--- src/inc/sarc_pkg.sv ---
package sarc_pkg;
    // register index on the plain port
    localparam logic [2:0] ADDR_CTRL = 3'h0;
    localparam logic [2:0] ADDR_CFG = 3'h1;
    localparam logic [2:0] ADDR_RES = 3'h2;
    localparam logic [2:0] ADDR_STAT = 3'h3;
    localparam logic [2:0] ADDR_MASK = 3'h4;
    // control register fields
    localparam int CTRL_BUSY = 0;
    localparam int CTRL_DONE = 1;
    localparam int CTRL_MODE_LO = 2;
    localparam int CTRL_TM = 5;
    // config register fields
    localparam int CFG_FAST = 0;
    localparam int CFG_DIV_LO = 3;
    // status and mask bits
    localparam int STAT_DONE = 0;
    localparam int STAT_OVR = 1;
    // values after reset
    localparam logic [7:0] CTRL_RST = 8'h00;
    localparam logic [4:0] DIV_RST = 5'h1f;
    localparam logic [7:0] MASK_RST = 8'h00;
    // timing
    localparam int TRACK_CLKS = 3;
    localparam longint SYS_CLK_HZ = 125000000;
    localparam longint SAR_FMAX_HZ = 6000000;
    localparam int DIV_MIN = int'((SYS_CLK_HZ + SAR_FMAX_HZ - 1) / SAR_FMAX_HZ);
    localparam logic [4:0] DIV_FIELD_MIN = 5'(DIV_MIN - 1);
    // start-of-conversion sources, 1xx all mean shared start
    typedef enum logic [2:0] {
        SM_SW = 3'b000,
        SM_T3 = 3'b001,
        SM_EXT = 3'b010,
        SM_T2 = 3'b011
    } sarc_mode_t;
    typedef enum logic [1:0] {
        ST_IDLE = 2'b00,
        ST_TRACK = 2'b01,
        ST_CONV = 2'b10
    } sarc_state_t;
    // register port request
    typedef struct packed {
        logic [2:0] addr;
        logic [7:0] wdata;
        logic wr;
        logic rd;
    } sarc_bus_t;
endpackage : sarc_pkg

--- src/hw/sarc_top.sv ---
// The strobed register port and the register addresses are this design's own decisions.
`timescale 1ns/10ps
module sarc_top #(
    parameter int CONV_CLKS = 10
) (
    // clock and reset
    input wire logic clk_i,
    input wire logic rst_b_i,
    // register port
    input wire sarc_pkg::sarc_bus_t bus_i,
    output logic [7:0] rdata_o,
    // trigger sources
    input wire logic tmr3_ovf_i,
    input wire logic tmr2_ovf_i,
    input wire logic other_busy_wr_i,
    input wire logic external_convert_start_i,
    // chip power state, analog side and interrupt
    input wire logic standby_i,
    input wire logic [7:0] result_i,
    output logic track_o,
    output logic convert_o,
    output logic conv_tick_o,
    output logic irq_o
);
    import sarc_pkg::*;

    if (CONV_CLKS < 1 || CONV_CLKS > 63) begin : g_conv_range
        $error("CONV_CLKS out of range");
    end

    localparam logic [5:0] CONV_LAST = 6'(CONV_CLKS - 1);
    localparam logic [5:0] TRACK_LAST = 6'(TRACK_CLKS - 1);

    // trigger decode for the selected source
    function automatic logic start_hit(input logic [2:0] m, input logic sw,
        input logic t3, input logic ex, input logic t2, input logic sh);
        logic h;
        h = 1'b0;
        if (m[2]) begin
            h = sh;
        end else begin
            unique case (m[1:0])
                2'b00: h = sw;
                2'b01: h = t3;
                2'b10: h = ex;
                2'b11: h = t2;
            endcase
        end
        return h;
    endfunction : start_hit

    logic [7:0] ctrl_reg, ctrl_next;
    logic [4:0] div_reg, div_next;
    logic [7:0] res_reg, res_next;
    logic [7:0] stat_reg, stat_next;
    logic [7:0] mask_reg, mask_next;
    logic [7:0] rdata_reg, rdata_next;
    logic irq_reg, irq_next;
    logic [4:0] dcnt_reg, dcnt_next;
    logic tick_reg, tick_next;
    logic ex_s1_reg, ex_s2_reg, ex_d_reg;
    sarc_state_t st_reg, st_next;
    logic [5:0] cnt_reg, cnt_next;
    logic trk_reg, trk_next;
    logic cv_reg, cv_next;
    logic busy, ext_mode, ext_rise, sw_go, start_evt, start_acc, done_pls;
    logic wr_ctrl;

    assign busy = (st_reg != ST_IDLE);
    assign ext_mode = (ctrl_reg[4:2] == SM_EXT);
    // the first sync stage feeds only the second
    assign ext_rise = ex_s2_reg & ~ex_d_reg;
    assign wr_ctrl = bus_i.wr && (bus_i.addr == ADDR_CTRL);
    assign sw_go = wr_ctrl && bus_i.wdata[CTRL_BUSY];

    assign start_evt = start_hit(ctrl_reg[4:2], sw_go, tmr3_ovf_i, ext_rise,
        tmr2_ovf_i, other_busy_wr_i);
    assign start_acc = start_evt && !busy;

    // pin synchroniser plus edge history
    always_ff @(posedge clk_i) begin
        if (!rst_b_i) begin
            ex_s1_reg <= 1'b0;
            ex_s2_reg <= 1'b0;
            ex_d_reg <= 1'b0;
        end else begin
            ex_s1_reg <= external_convert_start_i;
            ex_s2_reg <= ex_s1_reg;
            ex_d_reg <= ex_s2_reg;
        end
    end

    // divider, restarted on each accepted start
    // so the tracking window is whole conversion clocks
    always_comb begin
        dcnt_next = dcnt_reg + 5'h01;
        tick_next = 1'b0;
        if (start_acc) begin
            dcnt_next = 5'h00;
        end else if (dcnt_reg >= div_reg) begin
            dcnt_next = 5'h00;
            tick_next = 1'b1;
        end
    end

    always_ff @(posedge clk_i) begin
        if (!rst_b_i) begin
            dcnt_reg <= 5'h00;
            tick_reg <= 1'b0;
        end else begin
            dcnt_reg <= dcnt_next;
            tick_reg <= tick_next;
        end
    end

    // conversion sequencer
    always_comb begin
        st_next = st_reg;
        cnt_next = cnt_reg;
        done_pls = 1'b0;
        unique case (st_reg)
            ST_IDLE: begin
                if (start_acc) begin
                    cnt_next = 6'h00;
                    if (ctrl_reg[CTRL_TM] && !ext_mode) begin
                        st_next = ST_TRACK;
                    end else begin
                        st_next = ST_CONV;
                    end
                end
            end
            ST_TRACK: begin
                if (tick_reg) begin
                    cnt_next = cnt_reg + 6'h01;
                    if (cnt_reg == TRACK_LAST) begin
                        st_next = ST_CONV;
                        cnt_next = 6'h00;
                    end
                end
            end
            ST_CONV: begin
                if (tick_reg) begin
                    cnt_next = cnt_reg + 6'h01;
                    if (cnt_reg == CONV_LAST) begin
                        st_next = ST_IDLE;
                        done_pls = 1'b1;
                    end
                end
            end
            default: begin
                st_next = ST_IDLE;
                cnt_next = 6'h00;
            end
        endcase
        trk_next = !standby_i && (st_next != ST_CONV) &&
            ((st_next == ST_TRACK) || !ctrl_reg[CTRL_TM] ||
            (ext_mode && !ex_s2_reg));
        cv_next = (st_next == ST_CONV);
    end

    always_ff @(posedge clk_i) begin
        if (!rst_b_i) begin
            st_reg <= ST_IDLE;
            cnt_reg <= 6'h00;
            trk_reg <= 1'b0;
            cv_reg <= 1'b0;
        end else begin
            st_reg <= st_next;
            cnt_reg <= cnt_next;
            trk_reg <= trk_next;
            cv_reg <= cv_next;
        end
    end

    // register file; hardware set wins over clear
    always_comb begin
        ctrl_next = ctrl_reg;
        div_next = div_reg;
        res_next = res_reg;
        mask_next = mask_reg;
        stat_next = stat_reg;
        rdata_next = 8'h00;
        if (wr_ctrl) begin
            ctrl_next = {2'b00, bus_i.wdata[5:1], 1'b0};
        end
        if (bus_i.wr && bus_i.addr == ADDR_CFG) begin
            div_next = bus_i.wdata[7:CFG_DIV_LO];
        end
        if (bus_i.wr && bus_i.addr == ADDR_MASK) begin
            mask_next = {6'h00, bus_i.wdata[1:0]};
        end
        if (bus_i.wr && bus_i.addr == ADDR_STAT) begin
            stat_next = stat_reg & ~bus_i.wdata;
        end
        // done flag and status on busy fall
        if (done_pls) begin
            ctrl_next[CTRL_DONE] = 1'b1;
            stat_next[STAT_DONE] = 1'b1;
            res_next = result_i;
        end
        if (start_evt && busy) begin
            stat_next[STAT_OVR] = 1'b1;
        end
        if (bus_i.rd) begin
            unique case (bus_i.addr)
                ADDR_CTRL: rdata_next = ctrl_reg | {7'h00, busy};
                ADDR_CFG: rdata_next = {div_reg, 2'b00, div_reg < DIV_FIELD_MIN};
                ADDR_RES: rdata_next = res_reg;
                ADDR_STAT: rdata_next = stat_reg;
                ADDR_MASK: rdata_next = mask_reg;
                default: rdata_next = 8'h00;
            endcase
        end
        irq_next = |(stat_reg & mask_reg);
    end
    always_ff @(posedge clk_i) begin
        if (!rst_b_i) begin
            ctrl_reg <= CTRL_RST;
            div_reg <= DIV_RST;
            res_reg <= 8'h00;
            stat_reg <= 8'h00;
            mask_reg <= MASK_RST;
            rdata_reg <= 8'h00;
            irq_reg <= 1'b0;
        end else begin
            ctrl_reg <= ctrl_next;
            div_reg <= div_next;
            res_reg <= res_next;
            stat_reg <= stat_next;
            mask_reg <= mask_next;
            rdata_reg <= rdata_next;
            irq_reg <= irq_next;
        end
    end
    assign rdata_o = rdata_reg;
    assign irq_o = irq_reg;
    assign track_o = trk_reg;
    assign convert_o = cv_reg;
    assign conv_tick_o = tick_reg;
    // helper: clocks since last tick, clean-interval flag, tracking ticks
    logic [5:0] gap_reg;
    logic gap_ok_reg;
    logic [2:0] ttk_reg;
    always_ff @(posedge clk_i) begin
        if (!rst_b_i) begin
            gap_reg <= 6'h00;
            gap_ok_reg <= 1'b0;
            ttk_reg <= 3'h0;
        end else begin
            gap_reg <= (tick_reg || start_acc) ? 6'h01 : gap_reg + 6'h01;
            gap_ok_reg <= (start_acc || bus_i.wr) ? 1'b0 : (tick_reg || gap_ok_reg);
            ttk_reg <= (st_reg != ST_TRACK) ? 3'h0 : ttk_reg + 3'(tick_reg);
        end
    end
endmodule : sarc_top

--- config.mk ---
export PLATFORM = sky130hd
export DESIGN_NAME = sarc_top
export DESIGN_NICKNAME = d
export VERILOG_FILES = /design/src/inc/sarc_pkg.sv /design/src/hw/sarc_top.sv
export SDC_FILE = /design/constraint.sdc
export NUM_CORES = 1
export LEC_CHECK = 0
export BUFFER_PORTS_ARGS = -buffer_cell sky130_fd_sc_hd__buf_2
export CAP_MARGIN = 10
export CORE_ASPECT_RATIO = 1.75
export CORE_MARGIN = 4
export CORE_UTILIZATION = 53
export CTS_BUF_LIST = sky130_fd_sc_hd__clkbuf_4 sky130_fd_sc_hd__clkbuf_8
export DETAILED_ROUTE_END_ITERATION = 6
export MAX_ROUTING_LAYER = met4
export PLACE_DENSITY_LB_ADDON = 0.15
export SKIP_LAST_GASP = 1
export SYNTH_ARGS = -nofsm -noshare
export SYNTH_HDL_FRONTEND = slang
export SYNTH_SLANG_ARGS = --single-unit
--- constraint.sdc ---
create_clock -name clk_i -period 2.1 [get_ports clk_i]
set_input_delay 0.21 -clock clk_i [delete_from_list [all_inputs] [get_ports clk_i]]
set_output_delay 0.21 -clock clk_i [all_outputs]
set_load 0.1 [all_outputs]
==> results of run 1 <==
[layer usage]
metal | wire, um | up-vias | share of wire | track usage
met3 | 196 | 18 | 0.032 | 0.0335
met1 | 2310 | 1040 | 0.37 | 0.230
met2 | 3510 | 48 | 0.57 | 0.394
met4 | 169 | 0 | 0.027 | 0.100
li1 | - | 1091 | - | -
met5 | 0 | - | 0 | -
[final cells by class]
type,count,area [um^2],share of cell area
clock buffers,6,82.6,0.0270
inverters,13,48.8,0.0160
well taps,52,65.1,0.0213
repair buffers,54,308,0.101
multi-input cells,207,1410,0.461
flip-flops and latches,56,1130,0.370
clock inverters,2,13.8,0.00451
[per-stage QoR]
stage	cells	worst slack [ns]	TNS [ns]	area (um^2)
floorplan	285	0.0822	0	2590
global placement	380	0.0933	0	2910
detailed placement	380	0.00991	0	2910
CTS	388	0.00316	0	3010
global route	390	-0.0250	-0.0345	3050
finish	390	0.0705	0	3050
[path summary, 6_finish.rpt]
kind,from,slack [ns],endpoint,depth (start not counted)
hold reg to reg,stat_reg[3]$_SDFFE_PN0P_,0.43,stat_reg[3]$_SDFFE_PN0P_,2
setup / recovery,ctrl_reg[3]$_SDFFE_PN0N_,0.07,cnt_reg[2]$_SDFFE_PN0P_,6
setup reg to reg,ctrl_reg[3]$_SDFFE_PN0N_,0.07,cnt_reg[2]$_SDFFE_PN0P_,6
hold / removal,standby_i,0.05,track_o$_SDFF_PN0_,2
[kinds of logic after synthesis]
kind of cell / count (synthesis) / synth area share
adder cells (fa/ha/maj): 13 / 0.0629
flip-flops: 56 / 0.433
AND/OR/NAND/NOR: 115 / 0.219
multiplexers: 19 / 0.0962
XOR/XNOR: 3 / 0.0102
AO/OA/AOI/OAI: 57 / 0.147
buffers and inverters: 22 / 0.0319
[power breakdown]
group | leakage, nW | switching (mW) | internal, mW
combinational | 0.876 | 0.128 | 0.0821
sequential | 0.456 | 0.0166 | 1.08
clock | 0.0516 | 0.359 | 0.271
[synth_stat cells (4+ instances only)]
library cell / count / share of area
inv_1: 12 / 0.017
nor2b_1: 7 / 0.017
ha_1: 13 / 0.063
a22oi_1: 5 / 0.015
clkbuf_1: 9 / 0.013
nand2_1: 33 / 0.048
nor2_1: 34 / 0.049
dfxtp_1: 56 / 0.43
a21o_1: 4 / 0.012
mux2i_1: 11 / 0.043
nand2b_1: 5 / 0.012
a21oi_1: 23 / 0.044
o21ai_0: 11 / 0.021
nand3_1: 15 / 0.029
mux2_2: 4 / 0.017
[what timing repair did]
action / in CTS / in global routing
buffers inserted: 0 / 2
resized for setup: 1 / 9
setup endpoints to repair: 1 / 7
pin swaps: 0 / 1
==> results.yml, run 1 <==
finish:
  final_common_cell: "dfxtp_1"
  area_growth_pct: 18.0
  final_cell_mix: "dfxtp_1, buf_2, nor2_1, nand2_1, a21oi_1"
  final_util: 0.649
  drive_gt1_frac: 0.257
  fillCellCount: 452
  fin_nets: 378
  diodes: 0
synthesis:
  synthesis.area_um2: 2590
  syn_area_per_cell_um2: 9.08
  synth_edf_count: 0
  ys_seq_elements: 56
  yosysWarnings: 0
  yosysUniqueCellTypes: 46
  synthFlopType: "dfxtp_1"
  syn_nets: 326
  synthArstFlopShare: 0
  postSynthCellCount: 285
  seq_area_frac_synth: 0.433
worst_setup_path:
  critPathKind: "flip-flop to flip-flop"
  crit_chain: "or3b_4 -> o2bb2ai_4 -> o32ai_2 -> or2_1 -> or3b_1 -> a21oi_2"
  startpoint_type: "flip-flop"
  crit_path_end_kind: "flip-flop"
  required_ns: 2.35
  cp.arrival_ns: 2.28
  crit_buf_inv: 0
  cp_max_fo: 6
  critPathSlowestCell: "or3b_4"
  critical-path-top-delay-family: "simple AND/OR/NAND/NOR gates"
  cpPeakStageDelay_ns: 0.42
detailed_routing:
  drt_iter0_drc: 111
  vias_per_cell: 5.63
  wirelength_mm: 6.18
  ant_nets: 0
  dr.pass1.iters: 4
  wire_per_inst_um: 15.9
  drc: 0
  vias: 2197
timing:
  slew_viol_final: 0
  holdWs_ns: 0.0462
  post-route-min-period_ns: 2.03
  finalHoldViolCount: 0
  maxSlewHeadroom: 0.669
  min_period_over_period: 0.966
  max_freq_mhz: 493
  tightest_slew_ns: 0.500
  rsz0062_at_grt: "true"
  setup_viol: 0
  skew_ns: 0.00681
grt:
  grt_pass1_wl_mm: 9.95
  grt_max_degree: 26
  antenna_found_initial: 0
  grt-ovfl-total: 0
  grt.total_usage: 0.222
  grt_pass1_vias: 2176
power:
  fin_total_pwr_mw: 1.94
  leakage_nw: 1.38
  power_density_nw_per_um2: 634
  ir_drop_mv: 0.420
clocking:
  root_buffer: "clkbuf_8"
  clock_latency_ns: 0.31
  clock-sinks: 56
  hold_buffers: 0
  cts_tree: "built"
  cts_htree_levels: 2
  cts_made_buffers: 5
  clkSlewWorstSetupHoldPaths_ns: 0.10
  cts.path.max_buffers: 2
placement:
  place.gp.congestion: 0.844
  place_hpwl_mm: 4.60
  port_buffers: 39
die:
  chipWidth_um: 60.8
  die_h_um: 100
  num_rows: 33
  top_level_ports: 40
  die_area_um2: 6110
  fp.coreArea_um2: 4710
  initial_core_util: 0.550
outcome:
  outcome: "complete, no violations"
min_path:
  holdCritPathClass: "primary input to flip-flop"
run:
  maxCapViolations: 0
Power figures use the tool's default switching activity.
==> run 2: changes to the inputs <==
--- a/config.mk
+++ b/config.mk
@@ -8,7 +8,7 @@
 export BUFFER_PORTS_ARGS = -buffer_cell sky130_fd_sc_hd__buf_2
 export CAP_MARGIN = 10
 export CORE_ASPECT_RATIO = 1.75
-export CORE_MARGIN = 4
+export CORE_MARGIN = 1.5
 export CORE_UTILIZATION = 53
 export CTS_BUF_LIST = sky130_fd_sc_hd__clkbuf_4 sky130_fd_sc_hd__clkbuf_8
 export DETAILED_ROUTE_END_ITERATION = 6
==> results.yml, run 2 (synthesis results as in run 1) <==
worst_setup_path:
  startpoint_type: "flip-flop"
  rrSetupSlack_ns: 0.11
  critPathKind: "flip-flop to flip-flop"
  cp_max_fo: 5
  crit_start: "ctrl_reg[2]$_SDFFE_PN0N_"
  r2r-end: "cnt_reg[2]$_SDFFE_PN0P_"
  cp.arrival_ns: 2.23
  r2r_start: "ctrl_reg[2]$_SDFFE_PN0N_"
  crit_path_end_kind: "flip-flop"
  required_ns: 2.34
  r2r_cells: 6
finish:
  final_common_cell: "dfxtp_1"
  diodes: 0
  final_cell_mix: "dfxtp_1, buf_2, nor2_1, nand2_1, a21oi_1"
  fillCellCount: 423
  final_util: 0.641
  drive_gt1_frac: 0.234
  area_growth_pct: 16.6
  fin_nets: 374
  final_area_um2: 3020
timing:
  maxSlewHeadroom: 0.670
  rsz0062_at_grt: "true"
  max_freq_mhz: 502
  post-route-min-period_ns: 1.99
  finalHoldViolCount: 0
  setup_viol: 0
  tightest_slew_ns: 0.498
  setup_ws_ns: 0.109
  min_period_over_period: 0.948
  slew_viol_final: 0
  skew_ns: 0.00454
  holdWs_ns: 0.0553
grt:
  met3_usage: 0.0380
  grt_pass1_vias: 2099
  grt_pass1_wl_mm: 9.58
  busiest_layer: "met2"
  antenna_found_initial: 0
  grt-ovfl-total: 0
  grt_max_degree: 26
  grt.total_usage: 0.240
  grtUsageMet2: 0.445
  met1_usage: 0.247
die:
  num_rows: 33
  top_level_ports: 40
  chipWidth_um: 55.8
  die_h_um: 95.4
  fp.coreArea_um2: 4710
  die_area_um2: 5330
  initial_core_util: 0.550
min_path:
  hold-path-endpoint: "track_o$_SDFF_PN0_"
  min-delay-start: "standby_i"
  hold-path-cell-count: 2
  holdCritPathClass: "primary input to flip-flop"
detailed_routing:
  wire_per_inst_um: 15.1
  vias_per_cell: 5.54
  drt_iter0_drc: 94
  drc: 0
  ant_nets: 0
  dr.pass1.iters: 4
  wirelength_mm: 5.83
  vias: 2140
clocking:
  cts_made_buffers: 5
  cts_tree: "built"
  hold_buffers: 0
  clock_latency_ns: 0.30
  root_buffer: "clkbuf_8"
  clkSlewWorstSetupHoldPaths_ns: 0.10
  cts.path.max_buffers: 2
  clock-sinks: 56
  cts_htree_levels: 2
power:
  power_density_nw_per_um2: 664
  ir_drop_mv: 0.652
  leakage_nw: 1.37
  fin_total_pwr_mw: 2.00
outcome:
  outcome: "complete, no violations"
placement:
  place_area_um2: 2890
  pre_cts_slack_ns: 0.0516
  place_hpwl_mm: 4.34
  place.gp.congestion: 0.813
  port_buffers: 39
run:
  maxCapViolations: 0
-- run 2: metal layers --
| layer | share of wire | up-vias |
|---|---|---|
| met5 | 0 | - |
| met4 | 0.024 | 0 |
| met3 | 0.034 | 10 |
| met2 | 0.56 | 53 |
| met1 | 0.38 | 990 |
| li1 | - | 1087 |
-- run 2: power by group --
group	leakage (nW)	internal (mW)	switching, mW
Combinational	0.855	0.0801	0.127
Sequential	0.455	1.08	0.0161
Clock	0.0586	0.367	0.333
-- run 2: worst max path at each step --
stage                              end  cells after the start  slack (ns)
5_1_grt           convert_o$_SDFF_PN0_                      6       -0.08
3_3_place_gp   cnt_reg[2]$_SDFFE_PN0P_                      6         0.1
2_1_floorplan       track_o$_SDFF_PN0_                      5        0.08
4_1_cts        cnt_reg[2]$_SDFFE_PN0P_                      6        0.03
3_5_place_dp   cnt_reg[2]$_SDFFE_PN0P_                      6        0.05
6_report       cnt_reg[2]$_SDFFE_PN0P_                      6        0.11
-- run 2: layout make-up --
class,instances,area [um^2],share of cell area
clock inverters,2,35.0,0.0116
clock buffers,6,76.3,0.0253
multi-input cells,207,1390,0.461
flip-flops and latches,56,1120,0.373
repair buffers,50,278,0.0920
well taps,52,65.1,0.0216
inverters,13,48.8,0.0162
-- run 2: worst max-delay path, stage by stage, from the launching register on --
cell and delay (ns):
dfxtp_1 0.37, or3b_4 0.45, o2bb2ai_4 0.18, o32ai_2 0.14, or2_1 0.28, or3b_1 0.38, a21oi_1 0.14
-- run 2: per-stage QoR --
step / std cells / TNS (ns)
after detailed placement: 377 / 0
after CTS: 385 / 0
final: 386 / 0
after global routing: 386 / -0.102
after floorplan: 285 / 0
after global placement: 377 / 0
-- run 2: what timing repair did --
item / 4_1_cts / 5_1_grt
endpoints found under the setup margin: 0 / 6
gates resized for setup: 0 / 4
buffers inserted: 0 / 1
==> run 3: changes to the inputs <==
--- a/config.mk
+++ b/config.mk
@@ -5,6 +5,7 @@
 export SDC_FILE = /design/constraint.sdc
 export NUM_CORES = 1
 export LEC_CHECK = 0
+export ABC_AREA = 1
 export BUFFER_PORTS_ARGS = -buffer_cell sky130_fd_sc_hd__buf_2
 export CAP_MARGIN = 10
 export CORE_ASPECT_RATIO = 1.75
==> results.yml, run 3 <==
timing:
  post-route-min-period_ns: 1.71
  maxSlewHeadroom: 0.624
  skew_ns: 0.00427
  tightest_slew_ns: 0.560
  slew_viol_final: 0
  max_freq_mhz: 586
  finalHoldViolCount: 0
  rsz0062_at_grt: "false"
  setup_viol: 0
  fin_setup_tns_ns: 0
  min_period_over_period: 0.812
  setup_ws_ns: 0.394
grt:
  grt_pass1_wl_mm: 9.67
  antenna_found_initial: 0
  grt_pass1_vias: 2167
  grt.total_usage: 0.242
  grt-ovfl-total: 0
  grt_max_degree: 27
placement:
  dp.cells: 431
  place_area_um2: 2830
  port_buffers: 39
  place_hpwl_mm: 4.51
  pre_cts_slack_ns: 0.407
  place.gp.congestion: 0.874
finish:
  diodes: 0
  stdcell_count: 439
  area_growth_pct: 13.8
  fillCellCount: 449
  final_area_um2: 2920
  fin_nets: 427
  final_cell_mix: "nand2_1, dfxtp_1, inv_1, nor2_1, buf_2"
  drive_gt1_frac: 0.171
  final_common_cell: "nand2_1"
power:
  ir_drop_mv: 0.540
  power_density_nw_per_um2: 683
  leakage_nw: 1.42
synthesis:
  synthFlopType: "dfxtp_1"
  synth_common_cells: "nand2_1, dfxtp_1, inv_1"
  synthesis.area_um2: 2570
  yosysMostFrequentCell: "nand2_1"
  synth_edf_count: 0
  synthArstFlopShare: 0
  syn_area_per_cell_um2: 7.51
  ys_seq_elements: 56
  seq_area_frac_synth: 0.436
  syn_nets: 383
  yosys-top-cells-area: "dfxtp_1, nand2_1, inv_1"
  yosysUniqueCellTypes: 32
  yosysWarnings: 0
  netlist.area_leader.share: 0.436
  postSynthCellCount: 342
  synth_top_area_cell: "dfxtp_1"
outcome:
  outcome: "complete, no violations"
clocking:
  root_buffer: "clkbuf_8"
  clock_latency_ns: 0.31
  cts_htree_levels: 2
  cts_setup_buffers: 0
  hold_buffers: 0
  cts.path.max_buffers: 2
  cts_tree: "built"
  cts.repair.resized: 0
  cts_made_buffers: 5
  clock-sinks: 56
  clkSlewWorstSetupHoldPaths_ns: 0.10
die:
  chipWidth_um: 55.6
  top_level_ports: 40
  die_h_um: 95.1
  initial_core_util: 0.551
  die_area_um2: 5290
  num_rows: 33
  fp.coreArea_um2: 4670
worst_setup_path:
  required_ns: 2.34
  cp_max_fo: 5
  critPathKind: "flip-flop to flip-flop"
  cp.arrival_ns: 1.95
  crit_path_end_kind: "flip-flop"
  startpoint_type: "flip-flop"
detailed_routing:
  ant_nets: 0
  vias: 2320
  drt_iter0_drc: 86
  drc: 0
  wirelength_mm: 5.83
  dr.pass1.iters: 4
  wire_per_inst_um: 13.3
  vias_per_cell: 5.28
min_path:
  holdCritPathClass: "primary input to flip-flop"
run:
  maxCapViolations: 0
## run 3: cell types whose count changed in the layout (fill, tap and decap cells not counted), moves of 6 or more
cell      before  now
nor2_1        34   49
o211ai_1       0    6
mux2i_1       11    0
nor2b_1        7    0
nand2_1       33   64
inv_1         11   50
o21ai_0       11   26
buf_4         11    4
## run 3: where the power goes
group	switching [mW]	leakage (nW)	total [mW]	internal [mW]
registers	0.0237	0.454	1.12	1.09
clock network	0.367	0.0485	0.607	0.240
logic	0.188	0.921	0.274	0.0864
## run 3: through the flow
step,util,hold WS [ns],power (mW)
after floorplan,-,0.308,1.33
after global placement,0.607,0.394,1.41
after detailed placement,0.607,0.401,1.41
after CTS,0.626,0.0748,2.00
after global routing,0.626,0.0917,2.09
final,0.626,0.0755,2.00
## run 3: path summary, 6_finish.rpt
| kind | end | startpoint | depth (start not counted) | slack (ns) |
|---|---|---|---|---|
| worst max-delay path | dcnt_reg[2]$_SDFF_PP0_ | dcnt_reg[0]$_SDFF_PP0_ | 10 | 0.39 |
| worst min-delay path | ex_s1_reg$_SDFF_PN0_ | external_convert_start_i | 3 | 0.08 |
| worst max register to register | dcnt_reg[2]$_SDFF_PP0_ | dcnt_reg[0]$_SDFF_PP0_ | 10 | 0.39 |
| worst min register to register | ex_s2_reg$_SDFF_PN0_ | ex_s1_reg$_SDFF_PN0_ | 2 | 0.43 |
## run 3: layout make-up
cell class                      instances  area (um^2)  area share
Inverter                               54          203      0.0693
Sequential cell                        56         1120       0.384
Timing Repair Buffer                   43          225      0.0771
Tap cell                               52         65.1      0.0223
Clock buffer                            5         68.8      0.0235
Multi-Input combinational cell        226         1220       0.417
Clock inverter                          3         22.5     0.00771
## run 3: critical path, cell delays in order, from the launching register on
cell,delay [ns]
dfxtp_1,0.39
inv_1,0.06
ha_1,0.26
inv_1,0.05
nand2_1,0.04
a21oi_1,0.11
o21bai_1,0.07
a21o_1,0.15
a21oi_1,0.16
nand3_1,0.18
nor3_1,0.16
## run 3: logic make-up after synthesis
kind of cell	count (synthesis)	synth area share
xor+xnor	4	0.0136
fa+ha+maj	13	0.0633
flops	56	0.436
buf+inv	60	0.0896
simple gates	144	0.246
compound gates	65	0.151
## run 3: layer usage
| layer | wire (um) | vias to the layer above | track usage |
|---|---|---|---|
| met3 | 224 | 15 | 0.0299 |
| met4 | 192 | 0 | 0.126 |
| met5 | 0 | - | - |
| met2 | 3120 | 69 | 0.431 |
| li1 | - | 1187 | - |
| met1 | 2290 | 1049 | 0.261 |
